### config.mk
export PLATFORM = sky130hd
export DESIGN_NAME = cscf_flags
export DESIGN_NICKNAME = d
export VERILOG_FILES = /design/src/shared/cscf_pkg.sv /design/src/hw/cscf_sync.sv /design/src/hw/cscf_flags.sv
export SDC_FILE = /design/constraint.sdc
export NUM_CORES = 1
export LEC_CHECK = 0
export BUFFER_PORTS_ARGS = -buffer_cell sky130_fd_sc_hd__buf_2
export CORE_MARGIN = 1
export CORE_UTILIZATION = 44
export DETAILED_ROUTE_END_ITERATION = 6
export MAX_ROUTING_LAYER = met4
export PLACE_DENSITY = 0.73
export SYNTH_ARGS = -nofsm -noshare
export SYNTH_HDL_FRONTEND = slang
export SYNTH_SLANG_ARGS = --single-unit
### constraint.sdc
create_clock -name clk -period 1 [get_ports clk]
set_input_delay 0.1 -clock clk [delete_from_list [all_inputs] [get_ports clk]]
set_output_delay 0.1 -clock clk [all_outputs]
set_load 0.05 [all_outputs]
### src/shared/cscf_pkg.sv
// Constants shared by the card status-change flag logic
`default_nettype none
package cscf_pkg;
    localparam int          ADDR_W      = 12;
    localparam int          DATA_W      = 8;
    localparam int          NUM_SRC     = 4;
    // Register offsets within the socket register space
    localparam logic [11:0] FLAGS_OFS   = 12'h804;
    localparam logic [11:0] CFG_OFS     = 12'h805;
    // Flag and enable bit positions, shared by both registers
    localparam int          CD_BIT      = 3;
    localparam int          RDY_BIT     = 2;
    localparam int          LOW_BIT     = 1;
    localparam int          DEAD_BIT    = 0;
    // Line select field of the configuration register
    localparam int          SEL_LSB     = 4;
    localparam int          SEL_W       = 4;
    // Reset values
    localparam logic [7:0]  CFG_RESET   = 8'h00;
    localparam logic [3:0]  FLAGS_RESET = 4'h0;
    localparam logic [7:0]  RDATA_RESET = 8'h00;
    // Positions of the card-side inputs in the synchroniser vector
    localparam int          IN_CDA      = 0;
    localparam int          IN_CDB      = 1;
    localparam int          IN_RDY      = 2;
    localparam int          IN_LOW      = 3;
    localparam int          IN_DEAD     = 4;
    localparam int          IN_RING     = 5;
    localparam int          SYNC_W      = 6;
endpackage : cscf_pkg
`default_nettype wire

### src/hw/cscf_sync.sv
// Two-flop synchroniser for a vector of independent card-side levels
`timescale 1ns/10ps
`default_nettype none
module cscf_sync #(
    parameter int W = 1
) (
    input  wire logic         clk,
    input  wire logic         rst_b,
    input  wire logic [W-1:0] asyncIn,
    output var  logic [W-1:0] syncOut
);
    logic [W-1:0] meta_q;

    // First stage feeds only the second stage
    always_ff @(posedge clk or negedge rst_b) begin
        if (!rst_b) begin
            meta_q  <= '0;
            syncOut <= '0;
        end else begin
            meta_q  <= asyncIn;
            syncOut <= meta_q;
        end
    end
endmodule : cscf_sync
`default_nettype wire

### src/hw/cscf_flags.sv
// Card status-change flags, their configuration register and request output
`timescale 1ns/10ps
`default_nettype none
// What this block does
// - Bits 7 to 4 of the status-change register read as zero and ignore writes.
// - A change on either card-detect input sets the card-detect change flag.
// - Each flag is cleared by a read of the register or by writing a one to its bit.
// - With a memory card, a low-to-high edge of ready sets the ready-rise flag.
// - With an I/O card, the ready-rise and low-charge flags stay at zero.
// - With a memory card, a low-battery warning sets the low-charge flag.
// - Bit 0 latches battery dead on a memory card and status-change assertion on an I/O card.
// - With ring indicate and the dead-cell enable bit both set, bit 0 reads the current level of the ring pin.
// - A read/write configuration register resetting to zero masks sources and picks routing.
// - A flag whose source is disabled reads zero, except in the first cycle after the disabling write.
// - The clear mode select chooses clear-on-read or clear on write of one.
// - The low four configuration bits enable card detect, ready, low charge and dead cell.
// - The upper four configuration bits select the line for status-change requests.
module cscf_flags (
    input  wire logic                         clk,
    input  wire logic                         rst_b,
    input  wire logic                         cardDetectPinA,
    input  wire logic                         cardDetectPinB,
    input  wire logic                         cardReadyPin,
    input  wire logic                         lowChargePin,
    input  wire logic                         cardStatusChangePin,
    input  wire logic                         phoneLineAlertPin,
    input  wire logic                         ioCardInstalled,
    input  wire logic                         ringEnable,
    input  wire logic                         clearOnWriteMode,
    input  wire logic [cscf_pkg::ADDR_W-1:0]  regAddr,
    input  wire logic                         regRead,
    input  wire logic                         regWrite,
    input  wire logic [cscf_pkg::DATA_W-1:0]  regWrData,
    output var  logic [cscf_pkg::DATA_W-1:0]  regRdData,
    output var  logic                         regRdValid,
    output var  logic                         cardEventIrq,
    output var  logic [cscf_pkg::SEL_W-1:0]   cardEventLineSelect
);
    logic [cscf_pkg::SYNC_W-1:0]  inSync;
    logic [cscf_pkg::SYNC_W-1:0]  inPrev_q;
    logic [cscf_pkg::SYNC_W-1:0]  inPrev_d;
    logic [cscf_pkg::NUM_SRC-1:0] flags_q;
    logic [cscf_pkg::NUM_SRC-1:0] flags_d;
    logic [cscf_pkg::DATA_W-1:0]  cfg_q;
    logic [cscf_pkg::DATA_W-1:0]  cfg_d;
    logic [cscf_pkg::DATA_W-1:0]  rdData_d;
    logic                         rdValid_d;
    logic                         irq_d;
    logic [cscf_pkg::SEL_W-1:0]   lineSel_d;
    logic [cscf_pkg::NUM_SRC-1:0] events;
    logic [cscf_pkg::NUM_SRC-1:0] clears;
    logic                         readFlags;
    logic                         writeFlags;
    logic                         readCfg;
    logic                         writeCfg;
    logic [cscf_pkg::DATA_W-1:0]  flagsView;

    cscf_sync #(
        .W (cscf_pkg::SYNC_W)
    ) u_sync (
        .clk     (clk),
        .rst_b   (rst_b),
        .asyncIn ({phoneLineAlertPin, cardStatusChangePin, lowChargePin,
                   cardReadyPin, cardDetectPinB, cardDetectPinA}),
        .syncOut (inSync)
    );

    assign readFlags  = regRead && (regAddr == cscf_pkg::FLAGS_OFS);
    assign writeFlags = regWrite && (regAddr == cscf_pkg::FLAGS_OFS);
    assign readCfg    = regRead && (regAddr == cscf_pkg::CFG_OFS);
    assign writeCfg   = regWrite && (regAddr == cscf_pkg::CFG_OFS);

    // Edge detector on the synchronised card levels
    always_comb begin
        inPrev_d = inSync;
        events   = '0;
        // Either detect line toggling counts as one change
        events[cscf_pkg::CD_BIT]   = (inSync[cscf_pkg::IN_CDA] ^ inPrev_q[cscf_pkg::IN_CDA])
                                   | (inSync[cscf_pkg::IN_CDB] ^ inPrev_q[cscf_pkg::IN_CDB]);
        events[cscf_pkg::RDY_BIT]  = inSync[cscf_pkg::IN_RDY] & ~inPrev_q[cscf_pkg::IN_RDY];
        events[cscf_pkg::LOW_BIT]  = inSync[cscf_pkg::IN_LOW] & ~inPrev_q[cscf_pkg::IN_LOW];
        // Same pin carries battery dead or status change, by card type
        events[cscf_pkg::DEAD_BIT] = inSync[cscf_pkg::IN_DEAD] & ~inPrev_q[cscf_pkg::IN_DEAD];
    end

    // Stored flags
    always_comb begin
        clears = '0;
        if (readFlags && !clearOnWriteMode) begin
            clears = '1;
        end
        if (writeFlags && clearOnWriteMode) begin
            clears = regWrData[cscf_pkg::NUM_SRC-1:0];
        end

        // Set wins over clear; a source disabled in cfg_q holds no flag from the next edge
        flags_d = (events | (flags_q & ~clears)) & cfg_q[cscf_pkg::NUM_SRC-1:0];
        if (ioCardInstalled) begin
            flags_d[cscf_pkg::RDY_BIT] = 1'b0;
            flags_d[cscf_pkg::LOW_BIT] = 1'b0;
        end
    end

    // Configuration register and its routing copy
    always_comb begin
        cfg_d     = writeCfg ? regWrData : cfg_q;
        lineSel_d = cfg_d[cscf_pkg::SEL_LSB +: cscf_pkg::SEL_W];
    end

    // Read port
    always_comb begin
        flagsView = {{(cscf_pkg::DATA_W-cscf_pkg::NUM_SRC){1'b0}}, flags_q};
        if (ringEnable) begin
            flagsView[cscf_pkg::DEAD_BIT] = inSync[cscf_pkg::IN_RING]
                                          & cfg_q[cscf_pkg::DEAD_BIT];
        end

        rdValid_d = regRead;
        // Unmapped reads return zero
        rdData_d  = cscf_pkg::RDATA_RESET;
        if (readFlags) begin
            rdData_d = flagsView;
        end else if (readCfg) begin
            rdData_d = cfg_q;
        end
    end

    // Request follows the stored flags, which are already masked
    always_comb begin
        irq_d = |flags_q;
    end

    always_ff @(posedge clk or negedge rst_b) begin
        if (!rst_b) begin
            inPrev_q <= '0;
        end else begin
            inPrev_q <= inPrev_d;
        end
    end

    always_ff @(posedge clk or negedge rst_b) begin
        if (!rst_b) begin
            flags_q <= cscf_pkg::FLAGS_RESET;
        end else begin
            flags_q <= flags_d;
        end
    end

    always_ff @(posedge clk or negedge rst_b) begin
        if (!rst_b) begin
            cfg_q               <= cscf_pkg::CFG_RESET;
            cardEventLineSelect <= '0;
        end else begin
            cfg_q               <= cfg_d;
            cardEventLineSelect <= lineSel_d;
        end
    end

    always_ff @(posedge clk or negedge rst_b) begin
        if (!rst_b) begin
            regRdData  <= cscf_pkg::RDATA_RESET;
            regRdValid <= 1'b0;
        end else begin
            regRdData  <= rdData_d;
            regRdValid <= rdValid_d;
        end
    end

    always_ff @(posedge clk or negedge rst_b) begin
        if (!rst_b) begin
            cardEventIrq <= 1'b0;
        end else begin
            cardEventIrq <= irq_d;
        end
    end
endmodule : cscf_flags
`default_nettype wire

# Word-level counts from Yosys, hierarchy flattened
# Index checks and enable logic that the tools add are counted.
dict set report totals {
  reg_bits 39
  in_bits 33
  elab_cells 39
}
dict set report classes {
  eq_ne 2
  n_mux 6
  bitwise 14
  n_reduce_logical 8
}
# cell n
set ops {}
lappend ops {{equality test 12 bit, second input constant} 2}
lappend ops {{2-to-1 mux 8 bit} 2}
lappend ops {{AND 4 bit} 2}
lappend ops {{2-to-1 mux 4 bit} 2}
lappend ops {{logical AND 1 bit} 6}
lappend ops {{AND 1 bit} 4}
lappend ops {{inverter 4 bit} 1}
lappend ops {{OR 4 bit} 1}
lappend ops {{OR reduction 4 bit} 1}
lappend ops {{inverter 1 bit} 3}
lappend ops {{2-to-1 mux 2 bit} 1}
lappend ops {{bitwise XOR 1 bit} 2}
lappend ops {{zero test 1 bit} 1}
lappend ops {{2-to-1 mux 1 bit} 1}
lappend ops {{OR 1 bit} 1}

# Logic depth before layout (Yosys ltp)
# Gate-level depths: netlist of the first run.
dict set report depth {
  depth_word 10
  depth_mapped 5
  ltp_nobuf 4
}

# Cells and area by module
# A second synthesis of the first run with hierarchy kept.
dict set report hier_totals {
  hier_cells 94
  area_unflattened_um2 1461.4
}
# mod instances cells_each area_per_inst_um2
set modules_own_cells {}
lappend modules_own_cells {cscf_flags 1 82 1161.1}
lappend modules_own_cells {cscf_sync 1 12 300.3}

# Worst setup path after synthesis of the first run
# No wires, ideal clock.
dict set report synth_path {
  kind {input to register}
  startpoint {input regAddr[8] in the netlist's numbering}
  endpoint {register cfg_q[4] in the netlist's numbering}
  t_arrival_ps 1095
  path_slack_ps -220
  stages 4
  path_buffers 0
  path_cell_list {nor4b_4 -> and3_4 -> nand3_4 -> mux2_4}
}
dict set report synth_via {
  elab_chain_cells 2
}
# element line_no
set synth_rtl {}
lappend synth_rtl {{from (decl)} cscf_flags.sv:30} ;# input wire logic [cscf_pkg::ADDR_W-1:0] regAddr,
lappend synth_rtl {{equality test 12 bit} cscf_flags.sv:71} ;# assign writeCfg = regWrite && (regAddr == cscf_pkg::CFG_OFS);
lappend synth_rtl {{logical AND 1 bit} cscf_flags.sv:71}
lappend synth_rtl {{to (signal assigned)} cscf_flags.sv:151} ;# cfg_q <= cscf_pkg::CFG_RESET;
lappend synth_rtl {{to (signal assigned)} cscf_flags.sv:154} ;# cfg_q <= cfg_d;
lappend synth_rtl {{to (decl)} cscf_flags.sv:44} ;# logic [cscf_pkg::DATA_W-1:0] cfg_q;
# Every way passes these cells.
# A chain may end at the register's enable or synchronous reset.

# Worst setup path in the final report of the first run
dict set report layout_path {
  startpoint {input regAddr[10] in the netlist's numbering}
  endpoint {register cfg_q[4] in the netlist's numbering}
}
# The elaborated chain is that of the path after synthesis.

==> metrics.txt, run 1 <==
Die Ht=59.8 microns; vias in the first global route=1,112; CTS tree=yes; initial antenna violation count=0; clock root buffer master=clkbuf_4; # IOs=47; Leak=1.08 nW; Worst EP arrival=1.26 ns; DRT Pass-1 Iters=3; Max Cap Viol=0; via count=1,023; worst reg2reg startpoint=flags_q[1]; Max-slew headroom=80.0%; Crit Path Max Fanout=8; status=finished, violations left; hold crit path type=in -> reg; Port Buffers=46; htree depth=2; die area=3570 sq um; worst skew pair latency=0.33 ns; worst hold margin=0.0193 ns; Final setup viols=8; gr ovfl total=0; n_diodes=0; Slew Viols, Final=0; cells after synthesis=99; layout cells sized above 1=47.4%; syn nets=132; Core Region=3100 sq um; setup_tns=-0.158 ns; Peak supply drop=0.000977 V; CTS Buf Count=5; register area share after synthesis=66.4%; gr usage total=19.2%; global-route wire length before repair=4.66 mm; Worst Slack Setup Final=-0.0389 ns; RSZ-0062 raised after global routing=yes; FP Rows=20; EDFF count, synth=0; WL final=2.86 mm; WP data required=1.22 ns; residual DRC count=0; clk buf depth=2; synthesized area per cell=14.8 sq um; Slew @ Worst Pin=0.298 ns; Synth cell types=27; fin crit period=1.04 ns; Yosys reg bits=39; area grow syn2layout=45.1%; top_reg_cell synth=dfrtp_1; CTS clk-pin slew, worst paths=0.11 ns; die width=59.8 microns; # fillers=209; kind of critical path=in -> reg; initial core utilization=47.3%; Final ANT Viol Nets=0; Nets=207; clk sinks=39; Starting DRT DRC Count=11; violated checks=setup timing; Fin Clk Skew=0.00554 ns; YS warnings=0; WL/cell=13.1 microns; number of vias per cell=4.67; hold_sp=regWrData[0]; Power Dens Cells=1220 nW/um^2; post-synthesis async set-or-reset flop share=100%; Mapped Area=1470 sq um; final worst path period share=104%; Critical Path Start Type=primary input; pin count of the biggest net entering global routing=40; Placer Congestion=0.757; Setup crit start=regAddr[10]; CP Capture Type=register; HPWL after DPL=2.01 mm; Max Fclk=0.963 GHz; Final Hold Viols=0
==> cells in the final DEF (no fill, tap or decap), drive strengths merged <==
cell,synthesis,layout
clkbuf,0,7
or4,1,1
a41o,2,2
nor2,5,5
mux2i,4,4
a21oi,2,2
mux2,7,7
and3b,3,3
inv,4,4
xnor2,2,2
nor4b,1,1
o211ai,2,2
nand2b,2,2
nor4,1,1
nor3b,3,3
nand4,3,3
and4,1,1
and2,4,4
and3,1,1
nand2,4,4
dfrtp,39,39
buf,5,62
nor2b,1,1
a31oi,1,1
dlygate4sd3,0,11
nand3,1,1
clkinv,0,1
==> synth_stat cells (3+ instances only) <==
cell type	instances	area (sq um)
dfrtp_1	39	976
mux2_2	5	56.3
nor2_1	5	18.8
and2_1	4	25.0
buf_4	4	30.0
inv_1	4	15.0
mux2i_1	4	40.0
nand2_1	4	15.0
and3b_1	3	26.3
nand4_1	3	18.8
==> cell type report <==
cell class                      count  area, sq um  area share [%]
Tap cell                           44         55.1            2.58
Timing Repair Buffer               73          589            27.6
Sequential cell                    39          976            45.8
Clock buffer                        7         45.0            2.11
Clock inverter                      1         5.00           0.235
Multi-Input combinational cell     51          447            21.0
Inverter                            4         15.0           0.704
==> power breakdown <==
group / internal, W / switching, W
clock network: 0.000274 / 0.000454
registers: 0.00161 / 0.0000159
logic: 0.000131 / 0.000105
==> worst max-delay path, stage by stage <==
cell and delay [ns]:
buf_6 0.09, nor4b_4 0.34, and3_4 0.24, nand3_4 0.14, mux2_4 0.33
==> through the flow <==
| stage | util, % | area (sq um) | setup WS, ns | cells | total power [W] |
|---|---|---|---|---|---|
| after CTS | 67.7 | 2100 | -0.0378 | 217 | 0.00263 |
| after detailed placement | 57.8 | 1790 | -0.442 | 193 | 0.00185 |
| after global placement | 57.8 | 1790 | -0.380 | 193 | 0.00183 |
| final | 68.7 | 2130 | -0.0389 | 219 | 0.00260 |
| after floorplan | - | 1470 | -0.213 | 99 | 0.00171 |
| after global routing | 68.7 | 2130 | -0.0704 | 219 | 0.00272 |
==> path summary, 6_finish.rpt <==
check                               endpoint  slack, ns  cells past startpoint
max                                 cfg_q[4]      -0.04                      5
min                                 cfg_q[0]       0.02                      2
max reg2reg                     cardEventIrq      -0.01                      1
min reg2reg                u_sync.syncOut[0]       0.36                      0
max in group asynchronous        inPrev_q[1]       0.57                      3
min in group asynchronous       regRdData[5]       0.25                      3
==> flip-flops by register name, summed over array words and instances, names as in the netlist <==
name and flops:
cardEventIrq 1, regRdValid 1, cfg_q 8, u_sync.syncOut 6
regRdData 8, flags_q 4, inPrev_q 5, u_sync.meta_q 6
==> layer usage <==
metal,global-route usage (%),vias up,part of all wire (%)
li1,-,491,-
met1,18.6,504,39
met2,35.4,26,57
met3,6.49,2,3.5
met4,5.98,0,0.49
met5,-,-,0
==> repair_timing <==
item                                    CTS  global route
hold buffers                             11             0
pin swaps                                 4             3
hold endpoints to repair                 49             0
gates resized for setup                  31             5
endpoints found under the setup margin   28            28
setup buffers                             5             2
==> logic make-up (layout without fill, tap and decap cells) <==
group	count (synthesis)	in the layout	synth area share (%)
buffers and inverters	9	85	3.83
flip-flops	39	39	66.4
AO/OA/AOI/OAI	7	7	3.49
AND/OR/NAND/NOR	31	31	16.4
XOR/XNOR	2	2	1.19
multiplexers	11	11	8.60
(Power assumes the default switching activity.)
==> run 2, diff against run 1 <==
Settings changed: CORE_UTILIZATION 44 to 47, CTS_BUF_LIST from default to sky130_fd_sc_hd__clkbuf_8, PLACE_DENSITY 0.73 to 0.78.
==> run 2 against run 1 <==
Against the previous run:
- the flow finishes with violations (DRC, setup timing)
- clock power grew 40%
- clock-buffer cell count fell by 2
- global-route usage fell by 0.26 points
- combinational power fell by 8%
- sequential power is essentially flat
- die area fell by 6.2%
- via count is 1.5% lower
- largest cell class unchanged
- sequential share of layout area grew 2.3 points
- critical path type unchanged
==> metrics.txt, run 2 (synthesis gave the netlist of run 1 again) <==
initial antenna violation count=0; Worst Slack Setup Final=-0.0611 ns; CTS Buf Count=5; n_diodes=0; initial core utilization=51.5%; clock root buffer master=clkbuf_8; Reg-to-Reg End=cardEventIrq; Core Region=2850 sq um; Critical Path Sink=cfg_q[7]; global-route wire length before repair=4.49 mm; Fin Clk Skew=0.00231 ns; placed cell areas=1780 sq um; pin count of the biggest net entering global routing=40; DRT Pass-1 Iters=6; Placer Congestion=0.795; vias in the first global route=1,019; pre-CTS setup slack=-0.425 ns; # IOs=47; WP data required=1.17 ns; via count=1,008; Crit Path Max Fanout=8; clk sinks=39; commonest non-fill, non-tap cells in the layout=39 x dfrtp_1, 39 x buf_2, 12 x buf_4; residual DRC count=1; # fillers=196; gr ovfl total=0; Final ANT Viol Nets=0; clk buf depth=2; Worst EP arrival=1.24 ns; Power Dens Cells=1420 nW/um^2; biggest regs=cfg_q x8, regRdData x8; WL/cell=13.8 microns; htree depth=2; HPWL after DPL=1.86 mm; Critical Path Start Type=primary input; fin crit period=1.06 ns; WL final=2.76 mm; CP Capture Type=register; hold crit path type=in -> reg; CTS clk-pin slew, worst paths=0.07 ns; Max-slew headroom=81.2%; Max Cap Viol=0; status=finished, violations left; Die Ht=57.9 microns; Final setup viols=9; Slew @ Worst Pin=0.281 ns; CTS tree=yes; layout cells sized above 1=50.3%; Max Fclk=0.942 GHz; violated checks=DRC, setup timing; Peak supply drop=0.00118 V; final worst path period share=106%; gr usage total=18.9%; Leak=1.05 nW; die width=57.9 microns; post-layout instance area=2030 sq um; worst skew pair latency=0.29 ns; reg2reg path depth=1; FP Rows=19; die area=3350 sq um; kind of critical path=in -> reg; number of vias per cell=5.04; Starting DRT DRC Count=10; Reg2Reg Setup Slack=-0.01 ns; worst reg2reg startpoint=flags_q[2]; Slew Viols, Final=0; Port Buffers=46; Final Hold Viols=0; Nets=201; Setup crit start=regAddr[4]; area grow syn2layout=38.2%; RSZ-0062 raised after global routing=yes; Total Power=0.00287 W
## run 2: where the power goes
group          internal [W]  switching, W  total [W]
registers           0.00161     0.0000154    0.00163
clock network      0.000484      0.000540    0.00102
logic              0.000115      0.000103   0.000218
total               0.00221      0.000659    0.00287
## run 2: critical path, stage by stage
cell     delay, ns
buf_6         0.10
nor4_4        0.33
and3_4        0.24
nand3_4       0.14
mux2_4        0.33
## run 2: stage by stage
step | setup TNS [ns] | hold WS (ns) | cells | utilization (%)
final | -0.273 | 0.0365 | 200 | 71.1
after global routing | -1.18 | 0.0345 | 200 | 71.1
after CTS | -0.192 | 0.0275 | 199 | 70.0
after detailed placement | -6.71 | 0.0788 | 181 | 62.5
after global placement | -5.68 | 0.0743 | 181 | 62.5
after floorplan | -1.55 | -0.196 | 99 | -
## run 2: timing repair
item	4_1_cts	5_1_grt
hold buffers	8	0
endpoints found under the hold margin	46	0
endpoints found under the setup margin	17	25
pin swaps	6	18
resized for setup	8	9
buffers inserted	2	1
## run 2: area by class of cell
type                            instances  area (sq um)  share of cell area (%)
Tap cell                               31          38.8                    1.91
Clock inverter                          3          20.0                   0.986
Sequential cell                        39           976                    48.1
Inverter                                4          15.0                   0.740
Multi-Input combinational cell         51           450                    22.2
Clock buffer                            5          68.8                    3.39
Timing Repair Buffer                   67           460                    22.7
## run 2: routing by layer
layer	wire [microns]	GRT usage, %	up-vias
li1	-	-	476
met1	1120	21.0	494
met2	1470	31.2	31
met3	101	4.91	7
met4	63	10.2	0
met5	0	-	-
## run 2: worst min path at each step
stage / startpoint / slack, ns / end / cells after the start
finish: regWrData[4] / 0.04 / cfg_q[4] / 2
global route: regWrData[6] / 0.03 / cfg_q[6] / 2
global placement: rst_b / 0.07 / u_sync.meta_q[4] / 2
floorplan: rst_b / -0.20 / cardEventIrq / 0
detailed placement: rst_b / 0.08 / cfg_q[5] / 2
CTS: regWrData[4] / 0.03 / cfg_q[4] / 2
==> run 3, diff against run 2 <==
Settings changed: RECOVER_POWER from default to 50.
==> run 3 against run 2 <==
Against the previous run:
- non-clock buffer count stayed put
- largest power group unchanged
- via count is 0.20% higher
- critical endpoint unchanged
- the flow still finishes with violations (DRC, setup timing)
- combinational power is 4% lower
- total power is 0.23% lower
- global-route usage stayed put
- hold slack hardly changed
- utilization is 0.44 points lower
- sequential cell count stayed put
==> metrics.txt, run 3 (synthesis gave the netlist of run 1 again) <==
pre-CTS setup slack=-0.425 ns; Placer Congestion=0.795; Reg2Reg Setup Slack=-0.01 ns; Max-slew headroom=66.8%; Leak=1.04 nW; Reg-to-Reg End=cardEventIrq; gr ovfl total=0; CP Cell Sequence=buf_6 > nor4_4 > and3_4 > nand3_4 > mux2_4; clk buf depth=2; Final Hold Viols=0; WL/cell=13.7 microns; worst skew pair latency=0.29 ns; Max Cap Viol=0; CTS tree=yes; Slew @ Worst Pin=0.498 ns; via count=1,010; initial core utilization=51.5%; area grow syn2layout=37.3%; layout cells sized above 1=50.3%; reg2reg path depth=1; Max Fclk=0.942 GHz; CP Capture Type=register; Total Power=0.00287 W; DRT Pass-1 Iters=6; Final setup viols=9; # fillers=196; status=finished, violations left; clock root buffer master=clkbuf_8; clk sinks=39; Worst Slack Setup Final=-0.0614 ns; final worst path period share=106%; Slew Viols, Final=0; Worst EP arrival=1.24 ns; die width=57.9 microns; hold_sp=regWrData[4]; Nets=201; gr usage total=18.9%; Die Ht=57.9 microns; worst reg2reg startpoint=flags_q[2]; DP Cell Count=181; CTS Buf Count=5; Starting DRT DRC Count=8; violated checks=DRC, setup timing; n_diodes=0; worst hold margin=0.0363 ns; Hold Path Cell Cnt=2; Peak supply drop=0.00118 V; number of vias per cell=5.05; WL final=2.74 mm; FP Rows=19; vias in the first global route=1,019; CTS clk-pin slew, worst paths=0.07 ns; fin crit period=1.06 ns; pin count of the biggest net entering global routing=40; Critical Path Start Type=primary input; crit path buf inv count=1; htree depth=2; CP top delay family=simple AND/OR/NAND/NOR gates; initial antenna violation count=0; Worst Hold End=cfg_q[4]; kind of critical path=in -> reg; # IOs=47; HPWL after DPL=1.86 mm; Finished Layout Cells=200; setup_tns=-0.266 ns; Core Region=2850 sq um; hold crit path type=in -> reg; Final ANT Viol Nets=0; Crit Path Max Fanout=8; RSZ-0062 raised after global routing=yes; Port Buffers=46; largest stage delay on the critical path=0.33 ns; biggest regs=cfg_q x8, regRdData x8; Slowest-stage cell, CP=nor4_4; WP data required=1.17 ns; global-route wire length before repair=4.49 mm; Power Dens Cells=1420 nW/um^2; die area=3350 sq um; Fin Clk Skew=0.00300 ns; commonest non-fill, non-tap cells in the layout=39 x dfrtp_1, 39 x buf_2, 12 x buf_4; residual DRC count=1
==> run 3: changes by cell type in the layout (fill, tap and decap cells not counted), sizes merged <==
cell / change
buf: -1
clkbuf: +1
==> run 3: stage by stage <==
| step | instance area (sq um) | util (%) |
|---|---|---|
| finish | 2020 | 70.7 |
| global placement | 1780 | 62.5 |
| CTS | 2000 | 70.0 |
| global route | 2020 | 70.7 |
| floorplan | 1470 | - |
| detailed placement | 1780 | 62.5 |
==> run 3: how the worst max path moves through the flow <==
stage          endpoint  slack (ns)  cells past startpoint        from
6_report       cfg_q[7]       -0.06                      5  regAddr[4]
5_1_grt        cfg_q[7]       -0.11                      5  regAddr[4]
4_1_cts        cfg_q[7]       -0.05                      5  regAddr[5]
3_5_place_dp   cfg_q[7]       -0.43                      5  regAddr[8]
3_3_place_gp   cfg_q[4]       -0.38                      5  regAddr[8]
2_1_floorplan  cfg_q[4]       -0.21                      4  regAddr[6]
==> run 3: timing repair <==
action                                  4_1_cts  5_1_grt
endpoints found under the hold margin        46        0
gates cloned                                  0        0
hold buffers                                  8        0
resized for setup                             8        9
pin swaps                                     6       18
buffers inserted                              2        1
endpoints found under the setup margin       17       25
==> run 3: report_power, final <==
part | switching [W] | leakage (nW) | internal (W) | total (W)
clock network | 0.000542 | 0.0402 | 0.000484 | 0.00103
registers | 0.0000152 | 0.488 | 0.00161 | 0.00163
logic | 0.000101 | 0.513 | 0.000109 | 0.000210
total | 0.000658 | 1.04 | 0.00221 | 0.00287
==> run 3: layout make-up <==
type	count	area (sq um)	share of cell area (%)
sequential	39	976	48.4
multi-input combinational	51	450	22.3
timing repair buffer	67	448	22.2
clock buffer	5	68.8	3.41
tap	31	38.8	1.92
clock inverter	3	20.0	0.993
inverter	4	15.0	0.744
==> run 3: layer usage <==
metal	share of wire, %	up-vias	GRT usage (%)
met2	54	31	31.2
met5	0	-	-
met4	2.3	0	10.2
met1	40	495	21.0
li1	-	477	-
met3	3.7	7	4.91
